===== src/logic/rsbo_pkg.sv =====
// rsbo_pkg: constants and types for the reset source and brown-out control block
// assumes a single 100 MHz system clock and a byte-wide special function register port
package rsbo_pkg;

  // ==========================================================
  // register map and bit positions
  localparam logic [7:0] PWR_CTRL_ADDR   = 8'h87;
  localparam logic [7:0] SUP_MON_ADDR    = 8'hA3;
  localparam logic [7:0] IRQ_STAT_ADDR   = 8'hA4;
  localparam logic [7:0] IRQ_MASK_ADDR   = 8'hA5;
  localparam logic [7:0] TA_ADDR         = 8'hC7;
  localparam logic [7:0] TA_KEY1         = 8'hAA;
  localparam logic [7:0] TA_KEY2         = 8'h55;
  localparam int         COLD_BIT        = 4;
  localparam int         BOD_EN_BIT      = 7;
  localparam int         BOD_LVL_BIT     = 6;
  localparam int         BOD_RST_BIT     = 4;
  localparam int         BOD_FLAG_BIT    = 3;
  localparam int         CFG_BOD_DIS_BIT = 7;
  localparam int         CFG_BOD_LVL_BIT = 6;
  localparam int         CFG_BOD_RST_BIT = 4;
  localparam logic [7:0] PWR_CTRL_RST    = 8'h00;
  localparam logic [7:0] PWR_CTRL_WMASK  = 8'hDF;
  localparam logic [7:0] SUP_MON_RMASK   = 8'hD8;
  localparam logic [7:0] RESET_VECTOR    = 8'h00;

  // ==========================================================
  // timing
  localparam int CLK_MHZ        = 100;
  localparam int RST_HOLD_NS    = 100;
  localparam int RST_HOLD_CYC   = (RST_HOLD_NS * CLK_MHZ + 999) / 1000;
  localparam int OSC_START_NS   = 200;
  localparam int OSC_START_CYC  = (OSC_START_NS * CLK_MHZ + 999) / 1000;

  // ==========================================================
  // types
  typedef enum logic [3:0] {
    ST_POR   = 4'h1,
    ST_OSC   = 4'h2,
    ST_HOLD  = 4'h4,
    ST_RUN   = 4'h8
  } rsbo_state_t;

  typedef struct packed {
    logic [7:0] addr;
    logic [7:0] wdata;
    logic       wr;
    logic       rd;
  } rsbo_bus_t;

  typedef struct packed {
    logic pinRst;
    logic swRst;
    logic wdtRst;
  } rsbo_src_t;

endpackage


===== src/logic/rsbo_ctrl.sv =====
// rsbo_ctrl: reset source gathering, cold-start flag and brown-out detector control
// assumes analog comparators deliver levels synchronous to sys_clk; other sources are pulses or levels
//
// Notes on behaviour
// - five sources (power-on, pin, software, watchdog, brown-out) each enter reset.
// - registers take reset values on any reset; the cold-start flag, event flag and interrupt status are reloaded only on srst.
// - processor held in power-on reset while supply is below threshold.
// - after supply good, oscillator start wait, then fetch from address zero.
// - cold-start flag set to one at end of power-on reset.
// - other resets leave the cold-start flag unchanged.
// - port 1 bits 6,7,0,1 forced quasi-bidirectional during reset.
// - threshold crossing with brown-out reset enable set resets the processor.
// - detect enable loaded with inverse of config byte two bit 7 each reset.
// - detector runs only while its enable bit is one.
// - level select loaded from inverted config bit; 0 is 2.7V, 1 is 3.8V.
// - with reset enable clear, a crossing raises the event flag and interrupt status bit 0 but no reset.
// - supply monitor writes need the timed-access unlock just before.
// - crossing sets event flag; interrupt when both enables set; software clears.
`timescale 1ns/100ps
module rsbo_ctrl #(
  parameter int HOLD_CYC = rsbo_pkg::RST_HOLD_CYC,
  parameter int OSC_CYC  = rsbo_pkg::OSC_START_CYC
) (
  input  wire logic                 sys_clk,
  input  wire logic                 srst,
  input  wire logic                 supplyAbovePor,
  input  wire logic                 supplyAboveBod,
  input  wire logic [7:0]           config_byte_two,
  input  wire rsbo_pkg::rsbo_src_t  srcIn,
  input  wire rsbo_pkg::rsbo_bus_t  bus,
  input  wire logic                 global_irq_enable,
  input  wire logic                 brownout_irq_enable,
  output logic [7:0]                rdata,
  output logic                      coreRst,
  output logic [7:0]                fetchAddr,
  output logic                      fetchStart,
  output logic [3:0]                port1ForceQuasi,
  output logic                      bodIrq,
  output logic                      irq,
  output logic                      oscEnable,
  output logic [1:0]                brownout_threshold_sel
);
  import rsbo_pkg::*;

  // ==========================================================
  // parameter checks
  // the counters are eight bits wide, and a zero count would still wait one cycle, the same as a count of one
  initial begin
    if (HOLD_CYC < 1 || HOLD_CYC > 255) begin
      $error("rsbo_ctrl: hold count must be 1..255");
    end
    if (OSC_CYC < 1 || OSC_CYC > 255) begin
      $error("rsbo_ctrl: oscillator count must be 1..255");
    end
  end

  // ==========================================================
  // state
  typedef struct packed {
    rsbo_state_t st;
    logic [7:0]  cnt;
    logic        cold;
    logic [7:0]  pwrCtrl;
    logic        brownout_detect_enable;
    logic        bodLvl;
    logic        bodRstEn;
    logic        bodFlag;
    logic        bodPrev;
    logic [1:0]  taStep;
    logic [1:0]  irqStat;
    logic [1:0]  irqMask;
    logic [7:0]  rdata;
    logic        fetch;
  } rsbo_regs_t;

  rsbo_regs_t r_r;
  rsbo_regs_t r_nxt;

  // ==========================================================
  // reset image
  // supply history starts high like the idle comparator, so reset makes no false crossing
  localparam rsbo_regs_t REGS_RST = '{
    st:       ST_POR,
    cnt:      8'h00,
    cold:     1'b0,
    pwrCtrl:  PWR_CTRL_RST,
    brownout_detect_enable:    1'b0,
    bodLvl:   1'b0,
    bodRstEn: 1'b0,
    bodFlag:  1'b0,
    bodPrev:  1'b1,
    taStep:   2'd0,
    irqStat:  2'b00,
    irqMask:  2'b00,
    rdata:    8'h00,
    fetch:    1'b0
  };

  function automatic logic isAddr(input rsbo_bus_t b, input logic [7:0] a);
    return b.addr == a;
  endfunction

  // read decode; unmapped addresses read as zero
  function automatic logic [7:0] readMux(input rsbo_regs_t s, input logic [7:0] a);
    logic [7:0] d;
    d = 8'h00;
    case (a)
      PWR_CTRL_ADDR: begin
        d           = s.pwrCtrl;
        d[COLD_BIT] = s.cold;
      end
      SUP_MON_ADDR: begin
        d[BOD_EN_BIT]   = s.brownout_detect_enable;
        d[BOD_LVL_BIT]  = s.bodLvl;
        d[BOD_RST_BIT]  = s.bodRstEn;
        d[BOD_FLAG_BIT] = s.bodFlag;
      end
      IRQ_STAT_ADDR: begin
        d = {6'h00, s.irqStat};
      end
      IRQ_MASK_ADDR: begin
        d = {6'h00, s.irqMask};
      end
      default: begin
        d = 8'h00;
      end
    endcase
    return d;
  endfunction

  // unlock sequencer; any write at all consumes a pending unlock
  function automatic logic [1:0] nextTaStep(input rsbo_bus_t b, input logic [1:0] step);
    logic [1:0] n;
    n = step;
    if (b.wr) begin
      n = 2'd0;
      if (isAddr(b, TA_ADDR) && b.wdata == TA_KEY1) begin
        n = 2'd1;
      end else if (isAddr(b, TA_ADDR) && b.wdata == TA_KEY2 && step == 2'd1) begin
        n = 2'd2;
      end
    end
    return n;
  endfunction

  // comparator code: 01 selects 2.7V, 10 selects 3.8V, 00 powers it down
  function automatic logic [1:0] levelCode(input logic en, input logic lvl);
    logic [1:0] c;
    if (!en) begin
      c = 2'b00;
    end else if (lvl) begin
      c = 2'b10;
    end else begin
      c = 2'b01;
    end
    return c;
  endfunction

  logic anySrc;
  logic bodCross;
  logic bodEvent;
  logic taOpen;

  always_comb begin
    r_nxt      = r_r;
    r_nxt.fetch = 1'b0;
    bodCross   = r_r.brownout_detect_enable && (supplyAboveBod != r_r.bodPrev);
    bodEvent   = bodCross;
    anySrc     = srcIn.pinRst || srcIn.swRst || srcIn.wdtRst || (bodCross && r_r.bodRstEn);
    taOpen     = (r_r.taStep == 2'd2);
    r_nxt.bodPrev = supplyAboveBod;

    // ==========================================================
    // reset sequencing
    case (r_r.st)
      ST_POR: begin
        if (supplyAbovePor) begin
          r_nxt.st  = ST_OSC;
          r_nxt.cnt = 8'(OSC_CYC);
        end
      end
      ST_OSC: begin
        if (!supplyAbovePor) begin
          r_nxt.st = ST_POR;
        end else if (r_r.cnt <= 8'h01) begin
          r_nxt.st  = ST_HOLD;
          r_nxt.cnt = 8'(HOLD_CYC);
          r_nxt.cold = 1'b1;
        end else begin
          r_nxt.cnt = r_r.cnt - 8'h01;
        end
      end
      ST_HOLD: begin
        // wait for every source to release
        if (!supplyAbovePor) begin
          r_nxt.st = ST_POR;
        end else if (anySrc) begin
          r_nxt.cnt = 8'(HOLD_CYC);
        end else if (r_r.cnt <= 8'h01) begin
          r_nxt.st    = ST_RUN;
          r_nxt.fetch = 1'b1;
        end else begin
          r_nxt.cnt = r_r.cnt - 8'h01;
        end
      end
      ST_RUN: begin
        if (!supplyAbovePor) begin
          r_nxt.st = ST_POR;
        end else if (anySrc) begin
          r_nxt.st  = ST_HOLD;
          r_nxt.cnt = 8'(HOLD_CYC);
        end
      end
      default: r_nxt.st = ST_POR;
    endcase

    // ==========================================================
    // register load at reset, software access when running
    if (r_r.st != ST_RUN) begin
      r_nxt.pwrCtrl  = PWR_CTRL_RST;
      r_nxt.brownout_detect_enable    = ~config_byte_two[CFG_BOD_DIS_BIT];
      r_nxt.bodLvl   = ~config_byte_two[CFG_BOD_LVL_BIT];
      r_nxt.bodRstEn = config_byte_two[CFG_BOD_RST_BIT];
      r_nxt.taStep   = 2'd0;
      r_nxt.irqMask  = 2'b00;
      r_nxt.rdata    = 8'h00;
    end else begin
      r_nxt.rdata  = 8'h00;
      r_nxt.taStep = nextTaStep(bus, r_r.taStep);
      if (bus.rd) begin
        r_nxt.rdata = readMux(r_r, bus.addr);
        if (isAddr(bus, IRQ_STAT_ADDR)) begin
          // read clears the sticky status
          r_nxt.irqStat = 2'b00;
        end
      end
      if (bus.wr) begin
        if (isAddr(bus, PWR_CTRL_ADDR)) begin
          r_nxt.pwrCtrl = bus.wdata & PWR_CTRL_WMASK;
          r_nxt.cold    = bus.wdata[COLD_BIT];
        end else if (isAddr(bus, SUP_MON_ADDR) && taOpen) begin
          r_nxt.brownout_detect_enable    = bus.wdata[BOD_EN_BIT];
          r_nxt.bodLvl   = bus.wdata[BOD_LVL_BIT];
          r_nxt.bodRstEn = bus.wdata[BOD_RST_BIT];
          r_nxt.bodFlag  = bus.wdata[BOD_FLAG_BIT];
        end else if (isAddr(bus, IRQ_MASK_ADDR)) begin
          r_nxt.irqMask = bus.wdata[1:0];
        end
      end
    end

    // ==========================================================
    // sticky events, set wins over clear
    // flag raised whether or not reset follows
    if (bodEvent) begin
      r_nxt.bodFlag    = 1'b1;
      r_nxt.irqStat[0] = 1'b1;
    end
    if (r_nxt.fetch) begin
      r_nxt.irqStat[1] = 1'b1;
    end
  end

  always_ff @(posedge sys_clk) begin
    if (srst) begin
      r_r <= REGS_RST;
    end else begin
      r_r <= r_nxt;
    end
  end

  // ==========================================================
  // outputs
  assign rdata      = r_r.rdata;
  assign coreRst    = (r_r.st != ST_RUN);
  assign fetchAddr  = RESET_VECTOR;
  assign fetchStart = r_r.fetch;
  for (genvar i = 0; i < 4; i++) begin : g_quasi
    assign port1ForceQuasi[i] = coreRst;
  end
  assign bodIrq     = r_r.bodFlag && brownout_irq_enable && global_irq_enable;
  assign irq        = |(r_r.irqStat & r_r.irqMask);
  assign oscEnable  = (r_r.st != ST_POR);
  assign brownout_threshold_sel = levelCode(r_r.brownout_detect_enable, r_r.bodLvl);

endmodule


===== config.mk =====
export PLATFORM = sky130hd
export DESIGN_NAME = rsbo_ctrl
export DESIGN_NICKNAME = d
export VERILOG_FILES = /design/src/logic/rsbo_pkg.sv /design/src/logic/rsbo_ctrl.sv
export SDC_FILE = /design/constraint.sdc
export NUM_CORES = 1
export LEC_CHECK = 0
export BUFFER_PORTS_ARGS = -buffer_cell sky130_fd_sc_hd__buf_2
export CORE_MARGIN = 5
export CORE_UTILIZATION = 52
export CTS_CLUSTER_SIZE = 12
export DETAILED_ROUTE_END_ITERATION = 10
export HOLD_SLACK_MARGIN = 0.1
export MAX_ROUTING_LAYER = met4
export PLACE_DENSITY_LB_ADDON = 0.15
export RECOVER_POWER = 25
export SETUP_SLACK_MARGIN = 0.02
export SLEW_MARGIN = 25
export SYNTH_ARGS = -nofsm -noshare
export SYNTH_HDL_FRONTEND = slang
export SYNTH_SLANG_ARGS = --single-unit

===== constraint.sdc =====
create_clock -name sys_clk -period 2.5 [get_ports sys_clk]
set_clock_uncertainty 0.15 [all_clocks]
set_input_delay 0.125 -clock sys_clk [delete_from_list [all_inputs] [get_ports sys_clk]]
set_output_delay 0.125 -clock sys_clk [all_outputs]
set_load 0.02 [all_outputs]

; Word-level counts from Yosys, hierarchy flattened
; Index checks and enable logic that the tools add are counted.
[word_totals]
regBits = 39
input_bits = 35
output_inout_bits = 27
[op_classes]
n_addsub = 1
magnitude_cmp = 1
eq_ne = 30
n_mux = 42
n_bitwise = 6
n_reduce_logical = 31
[op_table]
columns = cell, count
row1 = $eq A8 B8 Y1 const B, 6
row2 = $mux W8, 5
row3 = $mux W4, 8
row4 = $pmux W8 S4, 1
row5 = $mux W12, 2
row6 = $mux W9, 2
row7 = $pmux W4 S4, 1
row8 = $reduce_bool A2 Y1, 8
row9 = $ne A3 B3 Y1 const B, 5
row10 = $mux W2, 7
row11 = $ne A2 B2 Y1 const B, 7
row12 = $mux W13, 1
row13 = $mux W1, 11
row14 = $pmux W3 S3, 1
row15 = $reduce_and A3 Y1, 3
row16 = $eq A8 B7 Y1 const B, 1
row17 = $le A8 B1 Y1 const B, 1
row18 = $logic_and A1 B1 Y1, 8
row19 = $pmux W2 S2, 2
row20 = $reduce_and A4 Y1, 2
row21 = $sub A8 B1 Y8 const B, 1
row22 = $reduce_and A7 Y1, 1
row23 = $not A1 Y1, 5
row24 = $reduce_and A5 Y1, 1
row25 = other kinds (17), 21

; Logic depth before layout (Yosys ltp)
[depth]
depth_word = 9
depth_mapped = 8
mapped_depth_nobuf = 7

; Least setup slack after synthesis
; No wires, ideal clock.
[synth_path]
path_kind = register to register
startpoint = reg r_r[29] (netlist name)
endpoint = reg r_r[34] (netlist name)
t_arrival_ps = 1919
required_time_ps = 2279
path_slack_ps = 360
path_stages_with_launch = 8
n_path_buf = 0
synth_period_minus_slack_ps = 2140
path_cell_list = dfxtp_1 -> inv_1 -> ha_1 -> or2_2 -> a41oi_1 -> o211ai_2 -> or4b_1 -> a21oi_1
[synth_between]
elab_chain_cells = 5
word_cells_on_any_way = 10
[synth_lines]
columns = element, line
row1 = start: declaration, rsbo_ctrl.sv:76  ; rsbo_regs_t r_r;
row2 = start signal: assignment, rsbo_ctrl.sv:268  ; r_r <= r_nxt;
row3 = $sub A8 B1 Y8, "rsbo_ctrl.sv:190, rsbo_ctrl.sv:203"
row4 = $mux W8, rsbo_ctrl.sv:199  ; end else if (r_r.cnt <= 8'h01) begin
row5 = $mux W8, rsbo_ctrl.sv:197  ; end else if (anySrc) begin
row6 = $mux W8, rsbo_ctrl.sv:195  ; if (!supplyAbovePor) begin
row7 = $pmux W8 S4, rsbo_ctrl.sv:175  ; case (r_r.st)
; Several ways; a longest one is shown, not always the timed one. The select of a mux whose other input is x is not followed.
; A chain may end at the register's enable or synchronous reset.

; Worst setup path after layout
; Ends and elaborated chain as after synthesis.

==> reports/summary.md <==
## Yosys
- 62 — Cell variety after synth
- 0 — count of flip-flops with a built-in enable after synthesis
- 262 — Synth Instances
- 0 — Yosys warnings
- 0% — Async SR Flop Fraction
- 8.63 um^2 — Mapped Avg Cell Area
- 2260 um^2 — Post-Syn Area
- 33.6% — sequential area share after synthesis
- 38 — number of synthesized register bits
- sky130_fd_sc_hd__dfxtp_1 — Primary FF master, synth

## Routing
- 14.3 um — drt wl/cell
- 131 — Iter 0 DRT Violations
- 0 — antenna-violating nets left
- 2,062 — total number of vias
- 5.37 mm — post-detailed-routing wire length
- 0 — number of DRC violations after detailed routing
- 4 — first-pass detailed-route iteration total
- 5.50 — Via-to-Cell Ratio

## Final layout
- 2730 um^2 — area of all placed cells without fillers
- 375 — post-route non-filler standard cell count
- 63.7% — Final Util
- 0 — ant diodes
- 21.1% — ratio of cells with drive above 1 in the final layout
- 359 — Nets
- 20.9% — synth-to-layout area growth

## Timing
- 0 — final slew viol count
- false — unrepaired setup endpoints after global routing
- 2.26 ns — Min Clock Period, post-route
- 0.540 ns — Worst Max-Slew Pin Slew
- 443 MHz — Max Clk Rate
- 0 — number of setup violations in the final report
- 0 — Final Hold Viols
- 0.242 ns — worst setup slack after layout
- 0.114 ns — Post-Route Hold Slack
- 63.5% — relative max-transition margin
- 90.3% — share of the cycle needed by the critical path after routing
- 0 ns — Post-Route Setup TNS

## Clock tree
- sky130_fd_sc_hd__clkbuf_8 — buffer cell driving the clock tree root
- 2 — H-tree Lvls
- 0.08 ns — clock slew at reported path FFs
- 0.29 ns — clock insertion delay at the later pin of the skew report
- 5 — Inserted Clock Buffers
- built — clock tree from TritonCTS
- 2 — maximum buffer depth of the clock tree
- 38 — Clock Sinks

## Worst setup path
- 0.51 ns — maximum cell stage delay along the critical path
- inv_1 -> ha_1 -> or2_2 -> a41oi_1 -> o211ai_2 -> or4b_1 -> a21oi_1 — CP cell instances
- 2.58 ns — worst path required time
- flop — startpoint class of the critical path
- 5 — Crit Path Max Fanout
- 7 — number of cell instances on the worst register-to-register path
- 1 — CP bufs+invs
- flop — kind of end point of the critical path
- sky130_fd_sc_hd__or4b_1 — slowest cell on the critical path
- 7 — instance count on the critical path
- reg -> reg — critical path class
- simple AND/OR/NAND/NOR gates — Largest delay share family, worst path
- 2.33 ns — arrival time at the worst endpoint

## Die
- 76.0 um — Horiz. Die Dim
- 24 — row count
- 62 — io pins
- 76.0 um — die extent in y
- 4290 um^2 — CORE AREA
- 52.7% — starting utilization of the core area
- 5770 um^2 — area of the die

## Power
- 477 nW/um^2 — PwrDens
- 251 uV — IR Drop Worst-Case VDD
- 1.01 nW — LEAKAGE
- 1.30 mW — post-layout power

## Min path
- in -> reg — worst min path class
- 4 — depth of the worst hold-timing path

## GRT
- 0 — total gr overflow
- 0 — number of antenna violations at the first check in global routing
- 27 — largest net degree at the start of global routing
- 9.24 mm — first-pass GRT wire length
- 1,971 — vias in the first global route
- 19.5% — All-Layer GR Usage

## Placement
- 0.245 ns — DP Worst Slack
- 3.70 mm — HPWL after DPL
- 341 — number of placed cells counting well taps
- 0.822 — final estimated routing congestion in global placement
- 47 — Port Buffers
- 2390 um^2 — area post-placement

## Outcome
- finished, final reports clean — run status

## Job
- 0 — # Max-Cap Violations

==> registers in the layout, summed over array words and instances (netlist names) <==
register and count:
fetchStart 1, r_r 30, rdata 7
==> metal layers <==
layer,part of all wire [%],global-route usage (%),routed length [um],vias to the layer above
li1,-,-,-,1048
met1,47,27.1,2540,934
met2,44,28.1,2380,71
met3,6.6,4.03,353,9
met4,1.7,6.76,89,0
met5,0,-,0,-
==> synthesized netlist by cell type (all sizes together), types with 2 or more instances <==
library cell	number	area share, %
o21ai	5	1.1
o22ai	2	0.83
nand4	4	1.1
clkbuf	5	0.83
nand3b	6	2.0
and3	2	0.55
nor2b	5	1.4
o2bb2ai	2	0.77
nand2	20	3.3
nand4b	2	0.77
and4	4	1.5
or2	5	1.4
a21o	2	0.66
inv	10	1.7
a31oi	5	1.4
dfxtp	38	34
a211oi	3	1.2
o211ai	2	0.88
a21oi	18	4.0
mux2i	5	2.2
xor2	2	0.77
nor3b	2	0.66
a221oi	2	0.77
nor2	16	2.8
and2	4	1.1
o32ai	3	1.5
buf	27	9.3
a22oi	5	1.7
nand2b	7	1.9
or3	4	1.1
ha	2	1.1
nor3	6	1.5
nand3	14	3.1
nor4b	6	3.9
nor4	3	1.5
==> area by class of cell <==
class,count,area [um^2]
sequential,38,761
inverter,10,37.5
timing repair buffer,77,512
clock inverter,2,12.5
clock buffer,6,82.6
tap,52,65.1
multi-input combinational,190,1260
fill,373,1560
==> what timing repair did <==
item	CTS	global route
hold buffers	26	0
buffers inserted	0	0
hold endpoints to repair	25	0
resized for setup	0	0
==> kinds of logic (layout without fill, tap and decap cells) <==
| group | count (synthesis) | after routing | share of synthesized area (%) |
|---|---|---|---|
| AOI/OAI and AO/OA | 58 | 58 | 18.9 |
| xor gates and xnor gates | 2 | 2 | 0.774 |
| adders and majority gates | 2 | 2 | 1.11 |
| buffers and inverters | 42 | 95 | 11.8 |
| DFF | 38 | 38 | 33.6 |
| muxes | 5 | 5 | 2.21 |
| other | 1 | 9 | 0.166 |
| and+or+nand+nor | 114 | 114 | 31.4 |
==> worst min-delay path, stage by stage <==
cell	delay, ns
sky130_fd_sc_hd__buf_2	0.11
sky130_fd_sc_hd__nor4b_1	0.14
sky130_fd_sc_hd__nand4_1	0.09
sky130_fd_sc_hd__a21oi_1	0.06
==> report_power, final <==
group	switching, mW	internal, mW
clock	0.220	0.222
sequential	0.0232	0.621
combinational	0.117	0.101
total	0.360	0.943
==> placed cells by master (no fill, tap or decap), types with 3 or more instances in the layout <==
master                          Yosys  final
sky130_fd_sc_hd__nor2_1            15     15
sky130_fd_sc_hd__clkbuf_1           5     11
sky130_fd_sc_hd__or3_1              4      4
sky130_fd_sc_hd__a31oi_1            5      5
sky130_fd_sc_hd__nand3b_1           6      6
sky130_fd_sc_hd__dlygate4sd3_1      0     26
sky130_fd_sc_hd__inv_1              9      9
sky130_fd_sc_hd__nand2b_1           7      7
sky130_fd_sc_hd__mux2i_1            5      5
sky130_fd_sc_hd__a22oi_1            5      5
sky130_fd_sc_hd__conb_1             1      9
sky130_fd_sc_hd__nor3_1             5      5
sky130_fd_sc_hd__buf_4             23      4
sky130_fd_sc_hd__clkbuf_8           0      6
sky130_fd_sc_hd__o21ai_0            3      3
sky130_fd_sc_hd__dfxtp_1           38     38
sky130_fd_sc_hd__nand3_1           14     14
sky130_fd_sc_hd__nor4b_1            3      3
sky130_fd_sc_hd__nand2_1           20     20
sky130_fd_sc_hd__or2_2              5      5
sky130_fd_sc_hd__and2_1             4      3
sky130_fd_sc_hd__a21oi_1           18     18
sky130_fd_sc_hd__nor2b_1            5      5
sky130_fd_sc_hd__nand4_1            4      4
sky130_fd_sc_hd__buf_2              1     36
sky130_fd_sc_hd__and4_1             4      4
==> path summary, 6_finish.rpt <==
path / startpoint / endpoint / slack, ns
setup / recovery: r_r[29] / r_r[34] / 0.24
hold / removal: bus[7] / r_r[13] / 0.11
setup reg to reg: r_r[29] / r_r[34] / 0.24
hold reg to reg: r_r[23] / r_r[23] / 0.31
Note: power is estimated with default switching activity, not from simulation.
